File: config.mk
export PLATFORM = sky130hd
export DESIGN_NAME = crt_top
export DESIGN_NICKNAME = d
export VERILOG_FILES = /design/src/logic/crt_pkg.sv /design/src/logic/crt_trigger.sv /design/src/logic/crt_top.sv
export VERILOG_INCLUDE_DIRS = /design/src /design/src/logic
export SDC_FILE = /design/constraint.sdc
export NUM_CORES = 1
export LEC_CHECK = 0
export ABC_AREA = 1
export BUFFER_PORTS_ARGS = -buffer_cell sky130_fd_sc_hd__buf_2
export CORE_ASPECT_RATIO = 0.9
export CORE_UTILIZATION = 45
export CTS_CLUSTER_DIAMETER = 200
export CTS_CLUSTER_SIZE = 10
export DETAILED_ROUTE_END_ITERATION = 10
export PLACE_DENSITY_LB_ADDON = 0.15
export SETUP_SLACK_MARGIN = 0.2
export SYNTH_ARGS = -nofsm -noshare
export SYNTH_HDL_FRONTEND = slang
export SYNTH_HIERARCHICAL = 1
export SYNTH_SLANG_ARGS = --single-unit
File: constraint.sdc
create_clock -name i_sys_clk -period 2.14 [get_ports i_sys_clk]
set_input_delay 0.107 -clock i_sys_clk [delete_from_list [all_inputs] [get_ports i_sys_clk]]
set_output_delay 0.107 -clock i_sys_clk [all_outputs]
set_load 0.1 [all_outputs]
File: src/logic/crt_defines.svh
`ifndef CRT_DEFINES_SVH
`define CRT_DEFINES_SVH

// ****************************************
// register indices, byte address = 4 * index
// ****************************************
`define CRT_IDX_RES_LOW    8'h78
`define CRT_IDX_RES_HIGH   8'h79
`define CRT_IDX_CONV_CTRL  8'h7a
`define CRT_IDX_TRIG_CTRL  8'h7b
`define CRT_IDX_CHAN_SEL   8'h7c
`define CRT_IDX_UPPER_DIS  8'h7d
`define CRT_IDX_LOWER_DIS  8'h7e

// ****************************************
// converter_control field positions
// ****************************************
`define CRT_CC_ENABLE      7
`define CRT_CC_START       6
`define CRT_CC_AUTO        5
`define CRT_CC_DONE        4
`define CRT_CC_IRQ_EN      3

// ****************************************
// channel_select_register field positions
// ****************************************
`define CRT_CS_LEFT_ADJ    6

// ****************************************
// reset values and codes
// ****************************************
`define CRT_RESET_BYTE     8'h00
`define CRT_RESET_RESULT   10'h000
`define CRT_TRIG_FREE      3'h0

`endif

File: src/logic/crt_pkg.sv
package crt_pkg;

   // conversion sequencer states, one-hot
   typedef enum logic [1:0]
   {
      CRT_IDLE = 2'b01,
      CRT_BUSY = 2'b10
   } crt_state_type;

   // requests towards the analog core
   typedef struct packed
   {
      logic       enable;
      logic       start;
      logic       abort;
      logic [5:0] channel;
      logic [2:0] prescale;
   } crt_conv_req_type;

   // completion from the analog core
   typedef struct packed
   {
      logic       done;
      logic       differential;
      logic [9:0] data;
   } crt_conv_rsp_type;

endpackage

File: src/logic/crt_trigger.sv
`timescale 1ns/100ps
`include "crt_defines.svh"

module crt_trigger
(
   // clock and reset
   input  wire logic       i_sys_clk,
   input  wire logic       i_reset,
   // selection and candidate flags, bit 0 is the done flag
   input  wire logic [2:0] i_sel,
   input  wire logic [7:0] i_sources,
   // rising edge of the selected flag
   output logic            o_edge
);

   // ****************************************
   // edge detection
   // ****************************************
   logic       prev_flag_reg;   // selected flag, one cycle ago
   logic       prev_flag_next;
   logic [2:0] prev_sel_reg;    // selection, one cycle ago
   logic [2:0] prev_sel_next;
   logic       sel_flag;        // flag picked by current selection
   logic       to_free;         // selection just moved to free running

   // mux and compare against last cycle
   always_comb
   begin
      sel_flag       = i_sources[i_sel];
      prev_flag_next = sel_flag;
      prev_sel_next  = i_sel;
      to_free        = (i_sel == `CRT_TRIG_FREE) && (prev_sel_reg != `CRT_TRIG_FREE);
      // a switch between sources counts as an edge, except into free running
      o_edge = sel_flag && !prev_flag_reg && !to_free;
   end

   // history registers
   always_ff @(posedge i_sys_clk or posedge i_reset)
   begin
      if (i_reset)
      begin
         prev_flag_reg <= 1'b0;
         prev_sel_reg  <= `CRT_TRIG_FREE;
      end
      else
      begin
         prev_flag_reg <= prev_flag_next;
         prev_sel_reg  <= prev_sel_next;
      end
   end
endmodule

File: src/logic/crt_top.sv
// Local design decision: register access over APB.
`timescale 1ns/100ps
`include "crt_defines.svh"

module crt_top
(
   // clock and reset
   input  wire logic                      i_sys_clk,
   input  wire logic                      i_reset,
   // apb slave
   input  wire logic                      i_psel,
   input  wire logic                      i_penable,
   input  wire logic                      i_pwrite,
   input  wire logic [11:0]               i_paddr,
   input  wire logic [31:0]               i_pwdata,
   input  wire logic [3:0]                i_pstrb,
   output logic                           o_pready,
   output logic                           o_pslverr,
   output logic [31:0]                    o_prdata,
   // analog conversion core
   output crt_pkg::crt_conv_req_type      o_conv_req,
   input  wire crt_pkg::crt_conv_rsp_type i_conv_rsp,
   // peripheral flags for trigger codes 1 to 7
   input  wire logic [7:1]                i_trigger_flags,
   // analog pin digital inputs
   input  wire logic [15:0]               i_pin_in,
   output logic [15:0]                    o_pin_value,
   output logic [15:0]                    o_input_disable
);

   // ****************************************
   // bus decode
   // ****************************************
   logic       setup;      // first apb cycle
   logic       wr_acc;     // write takes effect
   logic       rd_acc;     // read side effects
   logic [7:0] idx;        // register index
   logic       hit;        // mapped address
   logic       wr_lane;    // low byte lane written

   // decode from address and phase
   always_comb
   begin
      setup   = i_psel && !i_penable;
      wr_acc  = i_psel && i_penable && i_pwrite;
      rd_acc  = i_psel && i_penable && !i_pwrite;
      idx     = i_paddr[9:2];
      wr_lane = i_pstrb[0];
      // upper address bits and misaligned offsets are unmapped
      hit = (i_paddr[11:10] == 2'h0) && (i_paddr[1:0] == 2'h0) &&
            (idx >= `CRT_IDX_RES_LOW) && (idx <= `CRT_IDX_LOWER_DIS);
   end

   // ****************************************
   // registers
   // ****************************************
   crt_pkg::crt_state_type state_reg;      // conversion sequencer
   crt_pkg::crt_state_type state_next;
   logic        enable_reg;                // converter_enable
   logic        enable_next;
   logic        auto_reg;                  // auto_trigger_enable
   logic        auto_next;
   logic        done_reg;                  // conversion_done_flag
   logic        done_next;
   logic        irq_en_reg;                // stored only, no interrupt here
   logic        irq_en_next;
   logic [2:0]  prescale_reg;              // core clock divider select
   logic [2:0]  prescale_next;
   logic [6:0]  chan_reg;                  // left adjust and channel_select_bits
   logic [6:0]  chan_next;
   logic [2:0]  trig_sel_reg;              // trigger_source_select
   logic [2:0]  trig_sel_next;
   logic [7:0]  lower_dis_reg;             // lower_pin_disable_bits
   logic [7:0]  lower_dis_next;
   logic [7:0]  upper_dis_reg;             // upper_pin_disable_bits
   logic [7:0]  upper_dis_next;
   logic [9:0]  result_reg;                // conversion_result
   logic [9:0]  result_next;
   logic        lock_reg;                  // low byte read, high pending
   logic        lock_next;
   logic        start_reg;                 // start pulse to core
   logic        start_next;
   logic        abort_reg;                 // abort pulse to core
   logic        abort_next;
   logic [7:0]  rd_byte_reg;               // read data
   logic [7:0]  rd_byte_next;
   logic        err_reg;                   // unmapped address answer
   logic        err_next;
   logic [15:0] pin_reg;                   // masked pin values
   logic [15:0] pin_next;

   // ****************************************
   // trigger edge unit
   // ****************************************
   logic trig_edge;   // selected flag rose

   crt_trigger u_trigger
   (
      .i_sys_clk (i_sys_clk),
      .i_reset   (i_reset),
      .i_sel     (trig_sel_reg),
      .i_sources ({i_trigger_flags, done_reg}),
      .o_edge    (trig_edge)
   );

   // ****************************************
   // next values
   // ****************************************
   logic       busy;        // conversion in progress
   logic       sw_start;    // start bit written as one
   logic       auto_start;  // trigger edge accepted
   logic       finish;      // core reports completion
   logic [9:0] encoded;     // result as it will be stored
   logic       left;        // left adjust select

   // control, result and read path
   always_comb
   begin
      busy           = (state_reg == crt_pkg::CRT_BUSY);
      left           = chan_reg[`CRT_CS_LEFT_ADJ];
      enable_next    = enable_reg;
      auto_next      = auto_reg;
      irq_en_next    = irq_en_reg;
      prescale_next  = prescale_reg;
      chan_next      = chan_reg;
      trig_sel_next  = trig_sel_reg;
      lower_dis_next = lower_dis_reg;
      upper_dis_next = upper_dis_reg;
      done_next      = done_reg;
      sw_start       = 1'b0;
      // register writes, low byte lane only, aliases and misaligned refused
      if (wr_acc && wr_lane && hit)
      begin
         case (idx)
            `CRT_IDX_CONV_CTRL:
            begin
               enable_next   = i_pwdata[`CRT_CC_ENABLE];
               sw_start      = i_pwdata[`CRT_CC_START];
               auto_next     = i_pwdata[`CRT_CC_AUTO];
               irq_en_next   = i_pwdata[`CRT_CC_IRQ_EN];
               prescale_next = i_pwdata[2:0];
               // writing one clears the done flag
               if (i_pwdata[`CRT_CC_DONE])
               begin
                  done_next = 1'b0;
               end
            end
            `CRT_IDX_CHAN_SEL:  chan_next      = i_pwdata[6:0];
            // reserved bits 7 to 3 are not stored, read zero
            `CRT_IDX_TRIG_CTRL: trig_sel_next  = i_pwdata[2:0];
            `CRT_IDX_LOWER_DIS: lower_dis_next = i_pwdata[7:0];
            `CRT_IDX_UPPER_DIS: upper_dis_next = i_pwdata[7:0];
            default:            done_next      = done_reg;
         endcase
      end
      // edges only count with auto trigger on and nothing running
      auto_start = auto_reg && trig_edge && !busy;
      finish     = busy && i_conv_rsp.done;
      // differential results flip the offset msb into a sign bit
      encoded = i_conv_rsp.differential ?
                {~i_conv_rsp.data[9], i_conv_rsp.data[8:0]} :
                i_conv_rsp.data;
      state_next  = state_reg;
      start_next  = 1'b0;
      abort_next  = 1'b0;
      result_next = result_reg;
      case (state_reg)
         crt_pkg::CRT_IDLE:
         begin
            // start allowed in the same write that enables
            if (enable_next && (sw_start || auto_start))
            begin
               start_next = 1'b1;
               state_next = crt_pkg::CRT_BUSY;
            end
         end
         crt_pkg::CRT_BUSY:
         begin
            if (!enable_next)
            begin
               abort_next = 1'b1;
               state_next = crt_pkg::CRT_IDLE;
            end
            else if (finish)
            begin
               state_next = crt_pkg::CRT_IDLE;
               done_next  = 1'b1;
               // a pending high read keeps the old pair intact
               if (!lock_reg)
               begin
                  result_next = encoded;
               end
            end
         end
         default: state_next = crt_pkg::CRT_IDLE;
      endcase
      // read order lock
      lock_next = lock_reg;
      if (rd_acc && hit && idx == `CRT_IDX_RES_LOW)
      begin
         lock_next = 1'b1;
      end
      else if (rd_acc && hit && idx == `CRT_IDX_RES_HIGH)
      begin
         lock_next = 1'b0;
      end
      // read data captured in the setup cycle
      rd_byte_next = rd_byte_reg;
      err_next     = err_reg;
      if (setup)
      begin
         err_next = !hit;
         // unmapped aliases fall to the default and read zero
         case (hit ? idx : 8'h00)
            `CRT_IDX_RES_LOW:
               rd_byte_next = left ? {result_reg[1:0], 6'h00} :
                                     result_reg[7:0];
            `CRT_IDX_RES_HIGH:
               rd_byte_next = left ? result_reg[9:2] :
                                     {6'h00, result_reg[9:8]};
            `CRT_IDX_CONV_CTRL:
               rd_byte_next = {enable_reg, busy, auto_reg, done_reg,
                               irq_en_reg, prescale_reg};
            `CRT_IDX_CHAN_SEL:  rd_byte_next = {1'b0, chan_reg};
            `CRT_IDX_TRIG_CTRL: rd_byte_next = {5'h00, trig_sel_reg};
            `CRT_IDX_LOWER_DIS: rd_byte_next = lower_dis_reg;
            `CRT_IDX_UPPER_DIS: rd_byte_next = upper_dis_reg;
            default:            rd_byte_next = `CRT_RESET_BYTE;
         endcase
      end
      // disabled buffers read as zero
      pin_next = i_pin_in & ~{upper_dis_reg, lower_dis_reg};
   end

   // ****************************************
   // state registers
   // ****************************************
   always_ff @(posedge i_sys_clk or posedge i_reset)
   begin
      if (i_reset)
      begin
         state_reg     <= crt_pkg::CRT_IDLE;
         enable_reg    <= 1'b0;
         auto_reg      <= 1'b0;
         done_reg      <= 1'b0;
         irq_en_reg    <= 1'b0;
         prescale_reg  <= 3'h0;
         chan_reg      <= 7'h00;
         trig_sel_reg  <= `CRT_TRIG_FREE;
         lower_dis_reg <= `CRT_RESET_BYTE;
         upper_dis_reg <= `CRT_RESET_BYTE;
         result_reg    <= `CRT_RESET_RESULT;
         lock_reg      <= 1'b0;
         start_reg     <= 1'b0;
         abort_reg     <= 1'b0;
         rd_byte_reg   <= `CRT_RESET_BYTE;
         err_reg       <= 1'b0;
         pin_reg       <= 16'h0000;
      end
      else
      begin
         state_reg     <= state_next;
         enable_reg    <= enable_next;
         auto_reg      <= auto_next;
         done_reg      <= done_next;
         irq_en_reg    <= irq_en_next;
         prescale_reg  <= prescale_next;
         chan_reg      <= chan_next;
         trig_sel_reg  <= trig_sel_next;
         lower_dis_reg <= lower_dis_next;
         upper_dis_reg <= upper_dis_next;
         result_reg    <= result_next;
         lock_reg      <= lock_next;
         start_reg     <= start_next;
         abort_reg     <= abort_next;
         rd_byte_reg   <= rd_byte_next;
         err_reg       <= err_next;
         pin_reg       <= pin_next;
      end
   end

   // ****************************************
   // outputs
   // ****************************************
   // zero wait states: data was fetched in setup
   assign o_pready        = 1'b1;
   assign o_pslverr       = err_reg && i_psel && i_penable;
   assign o_prdata        = {24'h000000, rd_byte_reg};
   assign o_pin_value     = pin_reg;
   assign o_input_disable = {upper_dis_reg, lower_dis_reg};
   assign o_conv_req      = '{enable:   enable_reg,
                              start:    start_reg,
                              abort:    abort_reg,
                              channel:  chan_reg[5:0],
                              prescale: prescale_reg};
endmodule

==> metrics.csv, run 1 <==
stage,metric,value,unit
cts,cts_htree_levels,3,
logic_synthesis,yosysTopAreaCell,dfrtp_1,
worst_setup_path,critPathKind,in2reg,
die,rows,32,
sta,relSlewSlack,63.3,%
detailed_routing,wl,10500,µm
logic_synthesis,synth-seq-cells,77,
cts,cts_setup_buffers,0,
die,die_area,0.00936,mm²
detailed_routing,wl_met3,555,µm
cts,clkSinkCount,77,
logic_synthesis,synth_area_leaders,"dfrtp_1, nand2_1, inv_1, buf_4, nor2_1",
global_route,antenna_found_initial,0,
cells_and_area,layoutNonFillerInstCount,780,
cells_and_area,syn2layout_area_growth,25.3,%
cells_and_area,layout.nets,744,
sta,finClkSkew,10.3,ps
die,io_pins,166,
cts,post_cts_resize_count,0,
power_and_ir_drop,vdd_drop_max,0.000307,V
detailed_routing,vias_per_cell,4.71,
detailed_routing,dr.max_layer_used,met4,
worst_setup_path,endpoint_kind,flip-flop,
cells_and_area,largest_register_ffs,16,
detailed_routing,wl_met1,4700,µm
global_route,gr-total-overflow,0,
logic_synthesis,syn_area_per_cell,7.76,µm²
logic_synthesis,syn_area,0.00404,mm²
logic_synthesis,synth_cell_type_count,31,
die,initial_core_util,46.7,%
run_status,outcome,finished clean,
logic_synthesis,synthCells,520,
placed_design,port_buffers,113,
worst_setup_path,worstPathArrival,1860,ps
global_route,grt_pass1_wl,16800,µm
cts,cts_buffers,9,
sta,worstMarginPinSlew,547,ps
detailed_routing,drtAntennaViolNets,0,
flow_run,cap_violations,0,
power_and_ir_drop,pwr_density_cell,616,mW/mm²
global_route,grt_max_degree,74,
worst_setup_path,cp.required,2370,ps
cells_and_area,diodes,0,
cts,cts_tree,done,
sta,final_max_slew_viol_count,0,
placed_design,place_congestion,0.878,
logic_synthesis,ys_warn_count,6,
cts,cts-root-buf,clkbuf_8,
cells_and_area,final_core_util,58.5,%
placed_design,hpwlAfterDp,7550,µm
worst_setup_path,worstPathMaxFanout,20,
die,dieHeight,91.9,µm
die,die_w,102,µm
logic_synthesis,netlist.area_leader.share,47.1,%
die,core-area,0.00865,mm²
worst_setup_path,worstSetupStartpointType,input port,
detailed_routing,drt_iter0_drc,140,
global_route,grt_pass1_vias,3457,
detailed_routing,vias,3672,
worst_hold_path,hold_path_class,in2reg,
cts,clk_latency,350,ps
placed_design,dp_cells,740,
detailed_routing,drc_errors,0,
sta,hold_viol,0,
sta,tns,0,ps
power_and_ir_drop,p_leak,0.00281,µW
cts,cts.reportedPaths.clkPinSlew,80,ps
cts,cts_buffer_depth,2,
worst_hold_path,holdPathStages,3,
worst_setup_path,reg2reg_depth,10,
cells_and_area,drive_gt1_share,25.0,%
cells_and_area,final.fill_count,838,
global_route,grtUsageTotal,24.0,%
sta,rsz0062_at_grt,no,
sta,setup_viol,0,
sta,min_period,1630,ps
sta,fmax,615,MHz
detailed_routing,routedWlPerCell,13.4,µm
cells_and_area,layout_commonest_cell,nand2_1,
cts,cts_hold_buf,24,
detailed_routing,dr.pass1.iters,5,
sta,min_period_over_period,76.0,%
detailed_routing,wl_met2,5010,µm
logic_synthesis,synth-seq-area-share,47.8,%
power_and_ir_drop,finalPower,3120,µW
cells_and_area,most-common-layout-cells,"nand2_1, buf_2, inv_1",
Yosys cell counts:
cell type  instances
nand2_1          123
inv_1             83
dfrtp_1           76
nor2_1            56
o21ai_0           38
buf_4             34
nand3_1           30
nand4_1           24
o21ai_2           10
clkbuf_1           6
nand2_2            5
nor3_1             4
buf_2              3
nand3b_1           3
o21ai_1            3
a21oi_1            2
a22o_1             2
buf_1              2
conb_1             2
inv_2              2
nor2_2             2
a21oi_4            1
and2_1             1
buf_6              1
dfstp_2            1
nand3_2            1
nand4_2            1
nor2_4             1
nor2_8             1
o21bai_1           1
xnor2_1            1
layer usage:
layer	track usage, %	up-vias
li1	-	1835
met1	31.6	1684
met2	39.1	136
met3	4.57	17
met4	8.81	0
met5	0	-
worst paths after layout:
| kind | start | end | slack (ps) |
|---|---|---|---|
| min in group asynchronous | i_reset | u_trigger/prev_sel_reg[2] | 200 |
| max in group asynchronous | i_reset | state_reg[0] | 1370 |
| max reg2reg | trig_sel_reg[0] | state_reg[1] | 580 |
| min reg2reg | lower_dis_reg[0] | o_pin_value[0] | 480 |
| max | i_paddr[9] | result_reg[9] | 510 |
| min | i_conv_rsp[7] | result_reg[7] | 6 |
cell type report:
class / instances / area (µm²) / share of cell area (%)
clock buffers: 10 / 128 / 2.52
clock inverters: 6 / 63.8 / 1.26
inverters: 85 / 323 / 6.38
multi-input cells: 335 / 1570 / 31.0
flip-flops and latches: 77 / 1930 / 38.1
well taps: 119 / 149 / 2.94
repair buffers: 148 / 901 / 17.8
stage by stage:
step / setup WS [ps] / hold slack [ps] / area, µm²
6_report: 513 / 5.56 / 5060
5_1_grt: 354 / 0.445 / 5060
4_1_cts: 555 / 0.496 / 5060
3_5_place_dp: 202 / 23.7 / 4630
3_3_place_gp: 258 / 19.4 / 4630
2_1_floorplan: 430 / -127 / 4130
worst max-delay path: stages:
cell and delay (ps):
buf_2 110, inv_2 100, nand2_2 80, nor2_4 180, nand3_1 150, nand2_2 110
nand2_2 130, nor2_8 210, nand2_2 70, o21ai_2 120, nand3_2 90, buf_4 220
nand2_1 110, o21ai_2 60
kinds of logic after synthesis:
family                    share of synthesized area (%)
other                                             0.186
AOI/OAI and AO/OA                                  8.52
xor gates and xnor gates                          0.217
buffers and inverters                              15.6
and+or+nand+nor                                    27.7
DFF                                                47.8
where the power goes:
group	switching, µW	internal (µW)	total, µW
clock	543	537	1080
combinational	452	107	559
sequential	5.70	1470	1480
total	1000	2120	3120
(Power assumes the default switching activity.)
==> run 2: changes to the inputs <==
==> constraint.sdc (replaced) <==
create_clock -name i_sys_clk -period 1.5 [get_ports i_sys_clk]
set_input_delay 0.075 -clock i_sys_clk [delete_from_list [all_inputs] [get_ports i_sys_clk]]
set_output_delay 0.075 -clock i_sys_clk [all_outputs]
set_load 0.1 [all_outputs]
==> metrics.csv, run 2 (synthesized netlist as in run 1, its figures left out) <==
stage,metric,value,unit
run_status,outcome,finished clean,
worst_setup_path,cp_top_family,simple AND/OR/NAND/NOR gates,
sta,relSlewSlack,63.3,%
detailed_routing,drc_errors,0,
worst_setup_path,slowest_delay,450,ps
cts,cts_buffers,9,
cts,cts_htree_levels,3,
sta,min_period,1380,ps
sta,min_period_over_period,92.0,%
worst_setup_path,reg2reg_depth,10,
placed_design,place_congestion,0.902,
cts,cts.reportedPaths.clkPinSlew,90,ps
die,rows,32,
worst_hold_path,hold_path_class,in2reg,
global_route,gr-total-overflow,0,
power_and_ir_drop,finalPower,4610,µW
worst_hold_path,hold_path_startpoint,i_conv_rsp[9],
cells_and_area,drive_gt1_share,40.4,%
die,die_area,0.00936,mm²
cts,cts_buffer_depth,2,
worst_setup_path,regToRegSetupSlack,120,ps
detailed_routing,routedWlPerCell,13.7,µm
cells_and_area,diodes,0,
cells_and_area,layout_commonest_cell,nand2_1,
die,core-area,0.00865,mm²
sta,hold_viol,0,
worst_setup_path,critPathKind,reg2reg,
cells_and_area,final_core_util,69.7,%
cells_and_area,most-common-layout-cells,"nand2_1, buf_2, inv_1",
detailed_routing,vias_per_cell,4.71,
die,dieHeight,91.9,µm
detailed_routing,drt_iter0_drc,213,
detailed_routing,wl_met3,684,µm
detailed_routing,dr.max_layer_used,met4,
global_route,grt_pass1_vias,3666,
sta,rsz0062_at_grt,yes,
cts,clk_latency,350,ps
die,die_w,102,µm
worst_setup_path,r2r-start,trig_sel_reg[0],
power_and_ir_drop,pwr_density_cell,765,mW/mm²
sta,setup_viol,0,
worst_setup_path,worstSetupStartpointType,flip-flop,
worst_setup_path,cp.required,1780,ps
die,io_pins,166,
detailed_routing,wl_met1,5090,µm
detailed_routing,wl_met2,5560,µm
cells_and_area,largest_register_ffs,16,
sta,fmax,725,MHz
global_route,grt_max_degree,39,
power_and_ir_drop,vdd_drop_max,0.000504,V
worst_setup_path,cp_num_buf_inv,1,
sta,setup_slack,120,ps
sta,worstMarginPinSlew,550,ps
die,initial_core_util,46.7,%
global_route,antenna_found_initial,0,
detailed_routing,drtAntennaViolNets,0,
worst_hold_path,holdPathStages,3,
worst_setup_path,cp_slowest_cell,dfrtp_2,
global_route,grtUsageTotal,24.5,%
worst_hold_path,hold_path_end,result_reg[9],
placed_design,port_buffers,113,
worst_setup_path,path_cells,inv_4 > nand2_1 > nand3_1 > nand3_1 > nand2_2 > nor2_4 > nand3_2 > o21ai_2 > nand2_2 > o21ai_2,
global_route,grt_pass1_wl,17300,µm
worst_setup_path,endpoint_kind,flip-flop,
cts,cts-root-buf,clkbuf_8,
worst_setup_path,reg2reg_to,state_reg[1],
sta,final_max_slew_viol_count,0,
detailed_routing,wl,11500,µm
cts,cts_tree,done,
placed_design,hpwlAfterDp,8050,µm
cells_and_area,final.fill_count,722,
placed_design,post-place-ws,-280,ps
cells_and_area,layout.nets,801,
cells_and_area,syn2layout_area_growth,49.3,%
detailed_routing,dr.pass1.iters,5,
power_and_ir_drop,p_leak,0.00321,µW
flow_run,cap_violations,0,
worst_setup_path,worstPathArrival,1660,ps
worst_setup_path,worstPathMaxFanout,6,
cts,clkSinkCount,77,
detailed_routing,vias,3942,
sta,finClkSkew,6.51,ps
[run 2: what timing repair did]
item / 4_1_cts / 5_1_grt
hold endpoints to repair: 47 / 0
buffers inserted: 8 / 8
cloned: 1 / 4
pin swaps: 17 / 44
hold buffers: 26 / 0
gates resized for setup: 14 / 111
endpoints found under the setup margin: 28 / 57
[run 2: layer usage]
metal  GRT usage [%]  up-vias
li1                -     1957
met1            33.6     1813
met3            5.11       15
met5               0        -
met2            39.0      157
met4            7.02        0
[run 2: cell type report]
class,instances,area [µm²],share of cell area (%)
Clock buffer,10,128,2.12
Clock inverter,6,72.6,1.20
Inverter,85,348,5.77
Multi-Input combinational cell,335,1840,30.6
Sequential cell,77,1950,32.3
Tap cell,119,149,2.47
Timing Repair Buffer,204,1530,25.4
Timing Repair inverter,1,7.51,0.125
[run 2: report_power, final]
group	leakage (µW)	internal (µW)	total, µW	switching [µW]
Clock	0.0000906	783	1600	815
Sequential	0.000994	2100	2110	8.32
Combinational	0.00212	227	908	681
[run 2: how the worst max path moves through the flow]
stage               startpoint       endpoint  slack (ps)  cells after the start
3_3_place_gp        i_paddr[9]       lock_reg        -250                     11
4_1_cts        trig_sel_reg[0]   state_reg[1]         100                     10
5_1_grt        trig_sel_reg[0]   state_reg[1]          30                     10
3_5_place_dp        i_paddr[9]       lock_reg        -280                     11
6_report       trig_sel_reg[0]   state_reg[1]         120                     10
2_1_floorplan       i_paddr[9]  result_reg[0]         -60                     13
[run 2: metrics by stage]
stage	area, µm²	setup TNS, ps	cells	hold WS, ps
2_1_floorplan	4210	-625	543	-159
3_3_place_gp	4970	-5970	774	-14.4
3_5_place_dp	4970	-8310	774	0.795
4_1_cts	5550	0	825	12.7
5_1_grt	6030	0	837	21.3
6_report	6030	0	837	16.0
[run 2: tightest hold or removal path, delay by kind of cell]
family	cells	cell delay [ps]
compound gates	1	120
xor+xnor	1	70
buf+inv	1	80
